### src/verilog/timer_ctl_pkg.sv
// constants shared by the timer clock, clear and buffer control
package timer_ctl_pkg;
	localparam int NUM_CH = 5;
	localparam int NUM_BUF = 4;
	localparam int NUM_EXT = 4;
	localparam int PSC_WIDTH = 3;
	// register indices on the internal 16-bit bus
	localparam logic [3:0] REG_CTL_BASE = 4'h0;
	localparam logic [3:0] REG_BUF_BASE = 4'h8;
	localparam logic [3:0] REG_CH3_BUFFER_A = 4'h8;
	localparam logic [3:0] REG_CH3_BUFFER_B = 4'h9;
	localparam logic [3:0] REG_CH4_BUFFER_A = 4'ha;
	localparam logic [3:0] REG_CH4_BUFFER_B = 4'hb;
	// reset values
	localparam logic [7:0] CTL_RESET = 8'h00;
	localparam logic [15:0] BUF_RESET = 16'hffff;
	// control field positions
	localparam int CTL_RSVD_BIT = 7;
	localparam int CLEAR_SELECT_HI = 6;
	localparam int CLEAR_SELECT_LO = 5;
	localparam int EDGE_SELECT_HI = 4;
	localparam int EDGE_SELECT_LO = 3;
	localparam int PRESCALE_SELECT_2 = 2;
	localparam int PRESCALE_SELECT_0 = 0;
	// clear source encodings
	typedef enum logic [1:0] {
		CLR_NONE = 2'h0,
		CLR_GRA = 2'h1,
		CLR_GRB = 2'h2,
		CLR_SYNC = 2'h3
	} clear_sel_t;
	// edge select encodings, 1x means both
	localparam logic [1:0] EDGE_RISE = 2'h0;
	localparam logic [1:0] EDGE_FALL = 2'h1;
	// internal prescaler code for the undivided clock
	localparam logic [1:0] PSC_UNDIVIDED = 2'h0;

	// byte-lane merge for word or byte writes
	function automatic logic [15:0] byte_merge(input logic [15:0] old_value,
		input logic [15:0] wdata, input logic [1:0] be);
		byte_merge = {be[1] ? wdata[15:8] : old_value[15:8],
			be[0] ? wdata[7:0] : old_value[7:0]};
	endfunction : byte_merge
endpackage : timer_ctl_pkg

### src/verilog/timer_clock_clear_buffer_ctl.sv
// counter clock, clear and buffer control for the five-channel timer
module timer_clock_clear_buffer_ctl import timer_ctl_pkg::*; (
	input wire logic clk_sys,
	input wire logic reset,
	input wire logic standby,
	input wire logic [3:0] bus_sel,
	input wire logic bus_wr,
	input wire logic bus_rd,
	input wire logic [1:0] bus_be,
	input wire logic [15:0] bus_wdata,
	output logic [15:0] bus_rdata,
	input wire logic ext_clock_in_a,
	input wire logic ext_clock_in_b,
	input wire logic ext_clock_in_c,
	input wire logic ext_clock_in_d,
	input wire logic phase_count_mode_flag,
	input wire logic phase_step,
	input wire logic [NUM_BUF-1:0] buffer_enable,
	input wire logic [NUM_CH-1:0] sync_member,
	input wire logic [NUM_CH-1:0] capture_role_a,
	input wire logic [NUM_CH-1:0] capture_role_b,
	input wire logic [NUM_CH-1:0] event_a,
	input wire logic [NUM_CH-1:0] event_b,
	input wire logic [16*NUM_BUF-1:0] gr_value,
	output logic [NUM_CH-1:0] count_tick,
	output logic [NUM_CH-1:0] counter_clear,
	output logic [NUM_BUF-1:0] gr_load,
	output logic [16*NUM_BUF-1:0] gr_load_value
);
	localparam int PHASE_CH = 2;

	logic [7:0] ctl [NUM_CH];
	logic [PSC_WIDTH-1:0] prescale;
	logic [NUM_EXT-1:0] ext_meta;
	logic [NUM_EXT-1:0] ext_sync;
	logic [15:0] buf_value [NUM_BUF];
	logic [NUM_BUF-1:0] buf_load;
	logic [15:0] buf_load_value [NUM_BUF];
	logic [NUM_CH-1:0] unit_tick;
	logic [NUM_CH-1:0] next_tick;
	logic [NUM_CH-1:0] source_clear;
	logic [NUM_CH-1:0] next_clear;
	logic [15:0] ctl_read [NUM_CH];

	wire [NUM_EXT-1:0] ext_pins = {ext_clock_in_d, ext_clock_in_c,
		ext_clock_in_b, ext_clock_in_a};
	wire bus_is_ctl = bus_sel < REG_CTL_BASE + 4'(NUM_CH);
	wire bus_is_buf = bus_sel >= REG_BUF_BASE && bus_sel < REG_BUF_BASE + 4'(NUM_BUF);
	wire [1:0] buf_index = 2'(bus_sel - REG_BUF_BASE);
	wire [2:0] ctl_index = 3'(bus_sel - REG_CTL_BASE);
	wire [15:0] read_mux = bus_is_ctl ? ctl_read[ctl_index] :
		(bus_is_buf ? buf_value[buf_index] : 16'h0000);

	// pin synchroniser and free-running prescaler
	always_ff @(posedge clk_sys or posedge reset) begin
		if (reset) begin
			ext_meta <= '0;
			ext_sync <= '0;
			prescale <= '0;
		end else begin
			ext_meta <= ext_pins;
			ext_sync <= ext_meta;
			prescale <= prescale + 3'h1;
		end
	end

	genvar ch;
	generate
		for (ch = 0; ch < NUM_CH; ch++) begin : g_ch
			wire [2:0] psc = ctl[ch][PRESCALE_SELECT_2:PRESCALE_SELECT_0];
			wire [1:0] edge_mode = ctl[ch][EDGE_SELECT_HI:EDGE_SELECT_LO];
			wire [1:0] clr_sel = ctl[ch][CLEAR_SELECT_HI:CLEAR_SELECT_LO];
			wire use_ext = psc[PRESCALE_SELECT_2];
			wire every_cycle = ~use_ext && psc[1:0] == PSC_UNDIVIDED;
			wire int_level = psc[1:0] == PSC_UNDIVIDED ? 1'b0 :
				prescale[2'(psc[1:0] - 2'h1)];
			wire src_level = use_ext ? ext_sync[psc[1:0]] : int_level;
			wire phase_mode = ch == PHASE_CH && phase_count_mode_flag;
			wire [NUM_CH-1:0] others = sync_member & ~(NUM_CH'(1) << ch);

			count_edge_unit u_edge (
				.clk_sys(clk_sys),
				.reset(reset),
				.src_level(src_level),
				.every_cycle(every_cycle),
				.internal_src(~use_ext),
				.edge_mode(edge_mode),
				.tick(unit_tick[ch])
			);

			// phase inputs replace prescaler and edge choice
			assign next_tick[ch] = phase_mode ? phase_step : unit_tick[ch];
			// event covers compare match or capture per role
			assign source_clear[ch] = (clr_sel == CLR_GRA && event_a[ch]) ||
				(clr_sel == CLR_GRB && event_b[ch]);
			assign next_clear[ch] = source_clear[ch] || (clr_sel == CLR_SYNC &&
				sync_member[ch] && |(source_clear & others));
			assign ctl_read[ch] = {8'h00, ctl[ch]};

			always_ff @(posedge clk_sys or posedge reset) begin
				if (reset) begin
					ctl[ch] <= CTL_RESET;
				end else if (standby) begin
					ctl[ch] <= CTL_RESET;
				end else if (bus_wr && bus_is_ctl && ctl_index == 3'(ch) && bus_be[0]) begin
					ctl[ch] <= bus_wdata[7:0];
				end
			end
		end
	endgenerate

	genvar bi;
	generate
		for (bi = 0; bi < NUM_BUF; bi++) begin : g_buf
			// slots: 0 ch3 a, 1 ch3 b, 2 ch4 a, 3 ch4 b
			localparam int BUF_CH = 3 + bi / 2;
			wire is_b = bi % 2 == 1;
			wire role = is_b ? capture_role_b[BUF_CH] : capture_role_a[BUF_CH];
			wire gr_evt = is_b ? event_b[BUF_CH] : event_a[BUF_CH];
			wire wr_hit = bus_wr && bus_is_buf && buf_index == 2'(bi);

			buffer_slot_unit u_slot (
				.clk_sys(clk_sys),
				.reset(reset),
				.standby(standby),
				.wr_en(wr_hit),
				.be(bus_be),
				.wdata(bus_wdata),
				.enable(buffer_enable[bi]),
				.capture_role(role),
				.gr_event(gr_evt),
				.gr_value(gr_value[16*bi +: 16]),
				.value(buf_value[bi]),
				.load(buf_load[bi]),
				.load_value(buf_load_value[bi])
			);

			assign gr_load[bi] = buf_load[bi];
			assign gr_load_value[16*bi +: 16] = buf_load_value[bi];
		end
	endgenerate

	// registered outputs and read data
	always_ff @(posedge clk_sys or posedge reset) begin
		if (reset) begin
			count_tick <= '0;
			counter_clear <= '0;
			bus_rdata <= 16'h0000;
		end else if (standby) begin
			// standby silences counting and clearing
			count_tick <= '0;
			counter_clear <= '0;
		end else begin
			count_tick <= next_tick;
			counter_clear <= next_clear;
			bus_rdata <= bus_rd ? read_mux : bus_rdata;
		end
	end
endmodule : timer_clock_clear_buffer_ctl

### src/verilog/count_edge_unit.sv
// count edge selection for one channel clock source
module count_edge_unit import timer_ctl_pkg::*; (
	input wire logic clk_sys,
	input wire logic reset,
	input wire logic src_level,
	input wire logic every_cycle,
	input wire logic internal_src,
	input wire logic [1:0] edge_mode,
	output logic tick
);
	logic prev_level;
	wire rise = src_level & ~prev_level;
	wire fall = ~src_level & prev_level;
	wire ext_tick = edge_mode[1] ? (rise | fall) :
		(edge_mode[0] ? fall : rise);
	// divided internal sources count falling edges only, the undivided clock ticks every cycle
	assign tick = every_cycle | (internal_src ? fall : ext_tick);

	always_ff @(posedge clk_sys or posedge reset) begin
		if (reset) begin
			prev_level <= 1'b0;
		end else begin
			prev_level <= src_level;
		end
	end
endmodule : count_edge_unit

### src/verilog/buffer_slot_unit.sv
// one buffer register paired with a general register
module buffer_slot_unit import timer_ctl_pkg::*; (
	input wire logic clk_sys,
	input wire logic reset,
	input wire logic standby,
	input wire logic wr_en,
	input wire logic [1:0] be,
	input wire logic [15:0] wdata,
	input wire logic enable,
	input wire logic capture_role,
	input wire logic gr_event,
	input wire logic [15:0] gr_value,
	output logic [15:0] value,
	output logic load,
	output logic [15:0] load_value
);
	// role follows the paired register, no own setting
	wire do_capture = enable & capture_role & gr_event;
	wire do_compare = enable & ~capture_role & gr_event;
	wire [15:0] next_value = do_capture ? gr_value :
		(wr_en ? byte_merge(value, wdata, be) : value);

	always_ff @(posedge clk_sys or posedge reset) begin
		if (reset) begin
			value <= BUF_RESET;
			load <= 1'b0;
			load_value <= BUF_RESET;
		end else if (standby) begin
			value <= BUF_RESET;
			load <= 1'b0;
			load_value <= BUF_RESET;
		end else begin
			value <= next_value;
			load <= do_compare;
			load_value <= value;
		end
	end
endmodule : buffer_slot_unit

### config.mk
export PLATFORM = sky130hd
export DESIGN_NAME = timer_clock_clear_buffer_ctl
export DESIGN_NICKNAME = d
export VERILOG_FILES = /design/src/verilog/timer_ctl_pkg.sv /design/src/verilog/timer_clock_clear_buffer_ctl.sv /design/src/verilog/count_edge_unit.sv /design/src/verilog/buffer_slot_unit.sv
export SDC_FILE = /design/constraint.sdc
export NUM_CORES = 1
export LEC_CHECK = 0
export BUFFER_PORTS_ARGS = -buffer_cell sky130_fd_sc_hd__buf_2
export CORE_AREA = 4 4 157 159
export CTS_BUF_LIST = sky130_fd_sc_hd__clkbuf_2
export CTS_CLUSTER_DIAMETER = 40
export DETAILED_ROUTE_END_ITERATION = 7
export DIE_AREA = 0 0 161 163
export PLACE_DENSITY = 0.67
export SLEW_MARGIN = 15
export SYNTH_ARGS = -nofsm -noshare
export SYNTH_HDL_FRONTEND = slang
export SYNTH_SLANG_ARGS = --single-unit
### constraint.sdc
create_clock -name clk_sys -period 14.3 [get_ports clk_sys]
set_clock_uncertainty 0.1 [all_clocks]
set_input_delay 2.86 -clock clk_sys [delete_from_list [all_inputs] [get_ports clk_sys]]
set_output_delay 2.86 -clock clk_sys [all_outputs]
set_load 0.03 [all_outputs]
# Word-level counts from Yosys, hierarchy flattened
# Index checks and enable logic that the tools add are counted.
# classes
n_addsub	7
mul	0
div	0
order_cmp	15
eq_ne	22
n_shift	0
n_mux	88
bitwise_logic	63
n_reduce_logical	90
# op_table
operator	count
two-way mux 16 bit	22
two-way mux 8 bit	12
binary-select mux 16 bit (select 3 bit)	1
logical AND 1 bit	42
two-way mux 1 bit	40
nonzero test 3 bit	12
binary-select mux 16 bit (select 2 bit)	1
< comparator 2 x 3 -> 1 bit, second input constant	10
AND 1 bit	26
OR reduction 5 bit	5
equality test 2 bit, second input constant	12
AND 5 bit	4
binary-select mux 1 bit (select 2 bit)	10
NOT 1 bit	20
AND reduction 2 bit	9
equality test 2 x 1 -> 1 bit, second input constant	6
zero test 2 bit	6
subtractor 2 x 1 -> 2 bit, second input constant	6
logical OR 1 bit	10
two-way mux 5 bit	2
OR 1 bit	10
nonzero test 2 bit	5
>= comparator 4 bit, second input constant	2
equality test 3 x 2 -> 1 bit, second input constant	2
other kinds (10)	10
# word_totals
regBits	214
latch_bits	0
ramBits	0
mem_bits_ro	0
input_bits	126
out_inout_bits	94
elab_cells	317
n_memories	0

# Depth between registers and ports, before layout
# Gate-level depths: netlist (run 1).
# logic_depth
ltp_word	13
mapped_depth	10
mapped_depth_nobuf	10

# Hierarchy
# A second synthesis (run 1) with hierarchy kept.
# unflattened
hier_cells	916
area_unflattened_um2	10595.2
# modules_own_cells
module	instances	cells_each	area_each_um2	seq_area_each_um2
buffer_slot_unit	4	110	1436.4	865.8
timer_clock_clear_buffer_ctl	1	421	4393.0	1926.8
count_edge_unit	5	11	91.3	25.0

# Least setup slack after synthesis (run 1)
# OpenSTA, ideal clock, no wires.
# synth_timing
path_kind	in2reg
startpoint	input port bus_sel[1]
endpoint	register bus_rdata[2]
setup_time_ns	0.124
t_arrival_ns	3.925
t_required_ns	14.076
setup_slack_ns	10.151
cell_stages	5
n_path_buf	2
path_cell_list	buf_4 > buf_6 > mux4_2 > a22oi_1 > nand2_1
# synth_via
elab_chain_len	7
elab_cells_between_ends	15
classes_between	add/sub (1); order compare (3); mux (8); bitwise (2); reduce/logical (1)
# synth_lines
item	line_no	rtl
start: declaration	timer_clock_clear_buffer_ctl.sv:6	input wire logic [3:0] bus_sel,
subtractor 2 x 1 -> 2 bit	timer_clock_clear_buffer_ctl.sv:49	wire [1:0] buf_index = 2'(bus_sel - REG_BUF_BASE);
NOT 2 -> 3 bit (not written as such)	timer_clock_clear_buffer_ctl.sv:52	(bus_is_buf ? buf_value[buf_index] : 16'h0000);
binary-select mux 16 bit (select 2 bit)	timer_clock_clear_buffer_ctl.sv:52	
two-way mux 16 bit (not written as such) (2 in a row)	timer_clock_clear_buffer_ctl.sv:52	
two-way mux 16 bit	timer_clock_clear_buffer_ctl.sv:52	
two-way mux 16 bit (*)	timer_clock_clear_buffer_ctl.sv:51	wire [15:0] read_mux = bus_is_ctl ? ctl_read[ctl_index] :
end signal: assignment	timer_clock_clear_buffer_ctl.sv:156	bus_rdata <= bus_rd ? read_mux : bus_rdata;
end: declaration	timer_clock_clear_buffer_ctl.sv:11	output logic [15:0] bus_rdata,
# Every way passes the cells marked *; elsewhere a longest branch is shown, timed or not. The select of a mux whose other input is x is not followed.
# A chain may end at the register's enable or synchronous reset.

# Worst setup path after layout (run 1)
# layout_timing
startpoint	input port standby
endpoint	register bus_rdata[6]
# layout_via
elab_chain_len	2
# layout_lines
item	line_no	rtl
start: declaration	timer_clock_clear_buffer_ctl.sv:5	input wire logic standby,
NOT 1 bit (no line)	n/a	
AND reduction 2 bit (no line)	n/a	
# Every way passes these cells.

==> flow_metrics.env, run 1 <==
export IMPL_relSlewSlack_pct=21.5
export IMPL_wirelength_mm=29.9
export IMPL_ctsLongestPathBuffers=3
export IMPL_io_buffers=213
export IMPL_finalPower_mw=1.21
export IMPL_drc_errors=0
export IMPL_placed_cell_area_mm2=0.0117
export IMPL_fin_crit_ns=4.59
export IMPL_cts_buffers=56
export IMPL_synth_compound_area_share_pct=10.8
export IMPL_overflow=0
export IMPL_tightest_slew_ns=1.18
export IMPL_drv_slew=0
export IMPL_grt_pass1_wl_mm=46.5
export IMPL_vias=7909
export IMPL_place_ws_ns=8.98
export IMPL_rows=56
export IMPL_grt_setup_unrepaired="false"
export IMPL_antenna_found_initial=8
export IMPL_syn_nets=1025
export IMPL_timing_fmax_mhz=218
export IMPL_irDropWorstVdd_v=0.0000486
export IMPL_critPathMaxFanout=71
export IMPL_synth_area_mm2=0.0104
export IMPL_final_common_cell="buf_2"
export IMPL_htree_levels=2
export IMPL_startpoint_type="input pin"
export IMPL_hold_class="register to register"
export IMPL_syn_area_per_cell_um2=11.7
export IMPL_worstPathArrival_ns=5.23
export IMPL_grt_pass1_vias=8326
export IMPL_hold_violations=0
export IMPL_synth_top_area_cell="dfstp_2"
export IMPL_slowest_stage="nand2b_1"
export IMPL_dieHeight_um=163
export IMPL_firstDrtPassIters=5
export IMPL_avgRoutedWirePerCell_um=20.2
export IMPL_final_nets=1253
export IMPL_initial_core_util_pct=44.5
export IMPL_finalSetupTns_ns=0
export IMPL_clk_latency_ns=0.84
export IMPL_fin_cells=1477
export IMPL_drt_iter0_markers=446
export IMPL_grt_max_degree=89
export IMPL_placed_cells=1372
export IMPL_cp_slowest_stage_delay_ns=0.79
export IMPL_clock_root_buffer="clkbuf_2"
export IMPL_ys_seq_area_share_pct=53.2
export IMPL_async_flop_share_pct=100
export IMPL_ctsHoldBuffers=0
export IMPL_post_cts_buffers=0
export IMPL_synth_mux_area_share_pct=15.3
export IMPL_yosysTopAreaCellShare_pct=32.5
export IMPL_finalCritPeriodShare_pct=32.1
export IMPL_required_ns=14.94
export IMPL_layout_common_cells="212 x buf_2, 128 x dfstp_2, 105 x nor2_1, 95 x mux2i_1, 89 x clkbuf_2"
export IMPL_gp_congestion=0.822
export IMPL_synthToLayoutAreaGrowth_pct=17.5
export IMPL_via_per_inst=5.35
export IMPL_synth_top_family_by_area="simple AND/OR/NAND/NOR gates"
export IMPL_synthXorXnorAreaFrac_pct=0.0846
export IMPL_ant_nets=0
export IMPL_synthDistinctLibCells=50
export IMPL_path_clk_slew_ns=0.11
export IMPL_synthFlopType="dfstp_2"
export IMPL_cts_repair_resized=0
export IMPL_cpMostUsedCell="buf_4"
export IMPL_die_w_um=161
export IMPL_dp_hpwl_mm=20.3
export IMPL_setup_violations=0
export IMPL_postLayoutCellArea_mm2=0.0122
export IMPL_ys_ff_latch=214
export IMPL_core_area_mm2=0.0233
export IMPL_setup_ws_ns=9.71
export IMPL_power_static_leakage_nw=5.44
export IMPL_status="finished clean"
export IMPL_fillers=2149
export IMPL_dieArea_mm2=0.0262
export IMPL_cts_tree="yes"
export IMPL_cts_sinks=214
export IMPL_maxCapViolCount=0
export IMPL_io_pins=220
export IMPL_grt_total_usage_pct=22.7
export IMPL_synth_edff_count=0
export IMPL_end_kind="register"
export IMPL_crit_path_cell_trace="buf_4, nand2b_1, nor3b_2, buf_4, a22oi_1, nand2_1"
export IMPL_synth_area_leaders="dfstp_2 32%, dfrtp_1 21%, mux2i_1 9.2%"
export IMPL_path_class="input pin to register"
export IMPL_layout_drive_gt1_share_pct=51.7
export IMPL_yosys_warnings=0
export IMPL_power_density_mw_per_mm2=99.6
export IMPL_synth_fa_ha_area_share_pct=1.93
export IMPL_synth_simple_gate_area_share_pct=15.4
export IMPL_netlist_instances=883
-- worst max-delay path, delay by kind of cell --
kind	cells	cell delay [ns]
simple gates	3	1.64
buf+inv	2	0.62
compound gates	1	0.09
-- path summary, 6_finish.rpt --
path | slack [ns] | from | depth (start not counted) | endpoint
min | 0.26 | ext_meta[1]$_DFF_PP0_ | 0 | ext_sync[1]$_DFF_PP0_
max | 9.71 | standby | 6 | bus_rdata[6]$_DFFE_PP0P_
min in group asynchronous | 2.03 | reset | 2 | bus_rdata[9]$_DFFE_PP0P_
min reg2reg | 0.26 | ext_meta[1]$_DFF_PP0_ | 0 | ext_sync[1]$_DFF_PP0_
max reg2reg | 11.80 | ctl[24]$_DFFE_PP0P_ | 9 | count_tick[1]$_DFF_PP0_
max in group asynchronous | 10.81 | reset | 3 | ctl[13]$_DFFE_PP0P_
-- synthesized netlist by cell type, types with 2 or more instances --
cell	instances
o21ai_0	16
nand2_1	58
nor3_1	10
o2bb2ai_1	5
nand4b_1	4
mux2i_1	95
a31oi_1	20
mux2_2	14
and3b_1	6
nor2_8	6
buf_2	24
a21o_1	4
dfstp_2	128
or2_2	64
buf_1	3
nand4b_4	2
inv_1	18
nor3_4	2
nor2_1	105
buf_4	9
a22o_1	15
a221oi_1	2
nand2b_1	5
mux4_2	21
a21oi_1	38
ha_1	16
a21oi_2	28
nand2_2	2
nand3_1	14
a211oi_1	9
dfrtp_1	86
nor2b_1	4
a22oi_1	17
clkbuf_1	16
o21a_1	2
-- power by group --
group	switching, mW	internal (mW)
registers	0.0130	0.634
logic	0.0943	0.0482
clock network	0.259	0.164
-- cells by family (layout without fill, tap and decap cells) --
logic type | Yosys count | after routing
adder cells (fa/ha/maj) | 16 | 16
XOR/XNOR | 1 | 1
buffers and inverters | 71 | 342
AO/OA/AOI/OAI | 161 | 161
AND/OR/NAND/NOR | 290 | 290
other | 0 | 4
multiplexers | 130 | 130
flip-flops | 214 | 214
-- flip-flops by register name, summed over array words and instances, names as in the netlist --
name and flops:
g_buf.u_slot.load 4, count_tick 5, g_buf.u_slot.value 64, g_buf.u_slot.load_value 64, g_ch.u_edge.prev_level 5, ctl 40
counter_clear 5, bus_rdata 16, ext_sync 4, ext_meta 4, prescale 3
-- layout make-up --
| cell class | count | area, µm² | share of cell area, % |
|---|---|---|---|
| Tap cell | 319 | 399 | 3.28 |
| Clock buffer | 89 | 445 | 3.66 |
| Multi-Input combinational cell | 598 | 4530 | 37.2 |
| Inverter | 18 | 75.1 | 0.617 |
| Timing Repair Buffer | 223 | 1140 | 9.39 |
| Clock inverter | 12 | 56.3 | 0.462 |
| Sequential cell | 214 | 5520 | 45.3 |
| Antenna cell | 4 | 10.0 | 0.0822 |
-- metal layers --
metal | up-vias | GRT usage (%) | share of wire (%)
li1 | 3621 | - | -
met1 | 3886 | 30.8 | 43
met2 | 327 | 35.1 | 46
met3 | 67 | 6.45 | 8.0
met4 | 8 | 8.22 | 2.4
met5 | - | 0 | 0.18
-- metrics by stage --
step	hold slack, ns	utilization [%]
2_1_floorplan	0.231	-
3_3_place_gp	0.235	50.1
3_5_place_dp	0.238	50.1
4_1_cts	0.266	52.3
5_1_grt	0.278	52.3
6_report	0.263	52.3
Note: power is estimated with default switching activity, not from simulation.
==> inputs of run 2 (changes only) <==
--- a/config.mk
+++ b/config.mk
@@ -5,6 +5,7 @@
 export SDC_FILE = /design/constraint.sdc
 export NUM_CORES = 1
 export LEC_CHECK = 0
+export ABC_AREA = 1
 export BUFFER_PORTS_ARGS = -buffer_cell sky130_fd_sc_hd__buf_2
 export CORE_AREA = 4 4 157 159
 export CTS_BUF_LIST = sky130_fd_sc_hd__clkbuf_2
==> constraint.sdc (replaced) <==
create_clock -name clk_sys -period 4.3 [get_ports clk_sys]
set_clock_uncertainty 0.1 [all_clocks]
set_input_delay 0.86 -clock clk_sys [delete_from_list [all_inputs] [get_ports clk_sys]]
set_output_delay 0.86 -clock clk_sys [all_outputs]
set_load 0.03 [all_outputs]
==> run 2 against run 1 <==
Final area is 0.16% higher. Final cell count is 25% higher. Die area stayed put. Combinational power grew to 6.5 times the previous value. Utilization is 0.086 points higher.
==> flow_metrics.env, run 2 <==
export IMPL_status="finished clean"
export IMPL_relSlewSlack_pct=27.1
export IMPL_fin_util_pct=52.4
export IMPL_intPower_mw=3.20
export IMPL_firstDrtPassIters=5
export IMPL_power_share_clock_pct=29.8
export IMPL_die_w_um=161
export IMPL_ctsLongestPathBuffers=3
export IMPL_r2r_end="count_tick[2]$_DFF_PP0_"
export IMPL_reg_largest_list="g_buf.u_slot.load_value: 64 flops, g_buf.u_slot.value: 64 flops, ctl: 40 flops"
export IMPL_setup_violations=0
export IMPL_synth_top_area_cell="dfstp_2"
export IMPL_maxCapViolCount=0
export IMPL_crit_path_cell_trace="buf_2"
export IMPL_path_clk_slew_ns=0.11
export IMPL_io_buffers=213
export IMPL_yosysTopAreaCellShare_pct=32.5
export IMPL_pwr_share_seq_pct=51.1
export IMPL_cts_sinks=214
export IMPL_synthFlopType="dfstp_2"
export IMPL_netlist_instances=1251
export IMPL_r2r_worst_path_cells=11
export IMPL_overflow=0
export IMPL_postLayoutCellArea_mm2=0.0122
export IMPL_critPathBufInv=1
export IMPL_via_per_inst=4.97
export IMPL_cp_top_family="flip-flops"
export IMPL_clock_root_buffer="clkbuf_2"
export IMPL_cts_tree="yes"
export IMPL_final_common_cell="nand2_1"
export IMPL_wirelength_mm=30.1
export IMPL_grt_pass1_wl_mm=47.1
export IMPL_vias=9164
export IMPL_cts_buffers=57
export IMPL_startpoint_type="register"
export IMPL_fin_crit_ns=2.55
export IMPL_path_class="register to output port"
export IMPL_irDropWorstVdd_v=0.000225
export IMPL_synth_most_common_cell="nand2_1"
export IMPL_avgRoutedWirePerCell_um=16.3
export IMPL_slowest_stage="dfstp_2"
export IMPL_swShare_pct=33.6
export IMPL_rows=56
export IMPL_tightest_slew_ns=1.09
export IMPL_required_ns=3.34
export IMPL_clk_latency_ns=0.83
export IMPL_switching_power_mw=1.62
export IMPL_power_density_mw_per_mm2=395
export IMPL_synthDistinctLibCells=34
export IMPL_worstPathArrival_ns=1.59
export IMPL_synth_edff_count=0
export IMPL_rr_startpoint="ctl[16]$_DFFE_PP0P_"
export IMPL_core_area_mm2=0.0233
export IMPL_synth_area_leaders="dfstp_2 32%, dfrtp_1 21%, nand2_1 14%"
export IMPL_grt_setup_unrepaired="false"
export IMPL_synthToLayoutAreaGrowth_pct=17.8
export IMPL_dieHeight_um=163
export IMPL_grt_total_usage_pct=22.6
export IMPL_io_pins=220
export IMPL_final_nets=1618
export IMPL_finalCritPeriodShare_pct=59.2
export IMPL_fin_cells=1844
export IMPL_power_static_leakage_nw=6.05
export IMPL_dieArea_mm2=0.0262
export IMPL_initial_core_util_pct=44.5
export IMPL_syn_area_per_cell_um2=8.27
export IMPL_placed_cells=1732
export IMPL_reg2reg_setup_slack_ns=2.05
export IMPL_cp_slowest_stage_delay_ns=0.55
export IMPL_ys_ff_latch=214
export IMPL_grt_max_degree=107
export IMPL_dp_hpwl_mm=21.1
export IMPL_critPathMaxFanout=1
export IMPL_drc_errors=0
export IMPL_ys_seq_area_share_pct=53.3
export IMPL_antenna_found_initial=4
export IMPL_path_depth=1
export IMPL_yosys_warnings=0
export IMPL_end_kind="output port"
export IMPL_htree_levels=2
export IMPL_async_flop_share_pct=100
export IMPL_combPwrFrac_pct=19.1
export IMPL_ant_nets=0
export IMPL_ys_top_cells_by_count="373 x nand2_1, 128 x dfstp_2, 119 x inv_1"
export IMPL_finalPower_mw=4.82
export IMPL_grt_pass1_vias=8961
export IMPL_synth_area_mm2=0.0103
export IMPL_placed_cell_area_mm2=0.0116
export IMPL_layout_common_cells="373 x nand2_1, 213 x buf_2, 128 x dfstp_2, 118 x inv_1, 103 x o21ai_1"
export IMPL_finalSetupTns_ns=0
export IMPL_syn_nets=1393
export IMPL_drt_iter0_markers=699
export IMPL_gp_congestion=0.854
export IMPL_cts_repair_resized=0
export IMPL_hold_class="input pin to asynchronous set/reset pin"
export IMPL_layout_drive_gt1_share_pct=34.0
export IMPL_timing_fmax_mhz=393
export IMPL_drv_slew=0
export IMPL_hold_violations=0
==> run 2: cell types whose count changed after synthesis, sizes merged, moves of 12 or more <==
cell and delta:
a21oi +33, a22oi -13, a31oi -20, clkbuf +12, inv +108, mux2 -14, mux2i -95, mux4 -21
nand2 +319, nand3 +12, nor2 -76, o21ai +188
==> run 2: metal layers <==
metal | routed length, µm | track usage, % | part of all wire (%) | up-vias
li1 | - | - | - | 4524
met1 | 13300 | 30.8 | 44 | 4207
met2 | 13700 | 35.7 | 45 | 367
met3 | 2300 | 4.76 | 7.6 | 64
met4 | 843 | 8.69 | 2.8 | 2
met5 | 7 | 0 | 0.023 | -
==> run 2: cell type report <==
class | instances | area (µm²)
multi-input combinational | 850 | 4060
sequential | 214 | 5520
clock buffer | 81 | 405
antenna | 3 | 7.51
inverter | 126 | 477
timing repair buffer | 227 | 1210
fill | 2301 | 11100
tap | 319 | 399
clock inverter | 24 | 125
==> run 2: worst max path at each step <==
stage,start,end
floorplan,reset,bus_rdata[0]$_DFFE_PP0P_
global placement,bus_sel[0],bus_rdata[3]$_DFFE_PP0P_
detailed placement,bus_sel[0],bus_rdata[3]$_DFFE_PP0P_
CTS,g_buf[2].u_slot.load_value[7]$_DFF_PP1_,gr_load_value[39]
global route,g_buf[2].u_slot.load_value[7]$_DFF_PP1_,gr_load_value[39]
finish,g_buf[2].u_slot.load_value[3]$_DFF_PP1_,gr_load_value[35]
==> run 2: what timing repair did <==
item                                    CTS  global route
hold buffers                              4             0
endpoints found under the hold margin     4             0
endpoints found under the setup margin    0             0
setup buffers                             0             0
==> run 2: power groups by stage <==
stage / clock [mW] / combinational [mW] / sequential (mW)
final: 1.44 / 0.921 / 2.46
after global placement: 0 / 0.904 / 2.49
after floorplan: 0 / 0.458 / 2.63
after detailed placement: 0 / 0.921 / 2.49
after global routing: 1.59 / 1.02 / 2.49
after CTS: 1.48 / 0.927 / 2.46
==> run 2: logic make-up (layout without fill, tap and decap cells) <==
group / Yosys count / after routing / share of synthesized area (%)
xor gates and xnor gates: 1 / 1 / 0.0846
DFF: 214 / 214 / 53.3
adders and majority gates: 16 / 16 / 1.93
and+or+nand+nor: 508 / 508 / 20.8
other: 0 / 3 / 0
AOI/OAI and AO/OA: 325 / 325 / 16.4
buffers and inverters: 187 / 458 / 7.48
==> run 2: stage by stage <==
| step | hold WS [ns] | worst slack [ns] |
|---|---|---|
| after floorplan | 0.231 | 0.660 |
| after global placement | 0.237 | 1.27 |
| after detailed placement | 0.246 | 1.29 |
| after CTS | 0.0228 | 1.66 |
| after global routing | 0.0411 | 1.65 |
| final | 0.0738 | 1.75 |
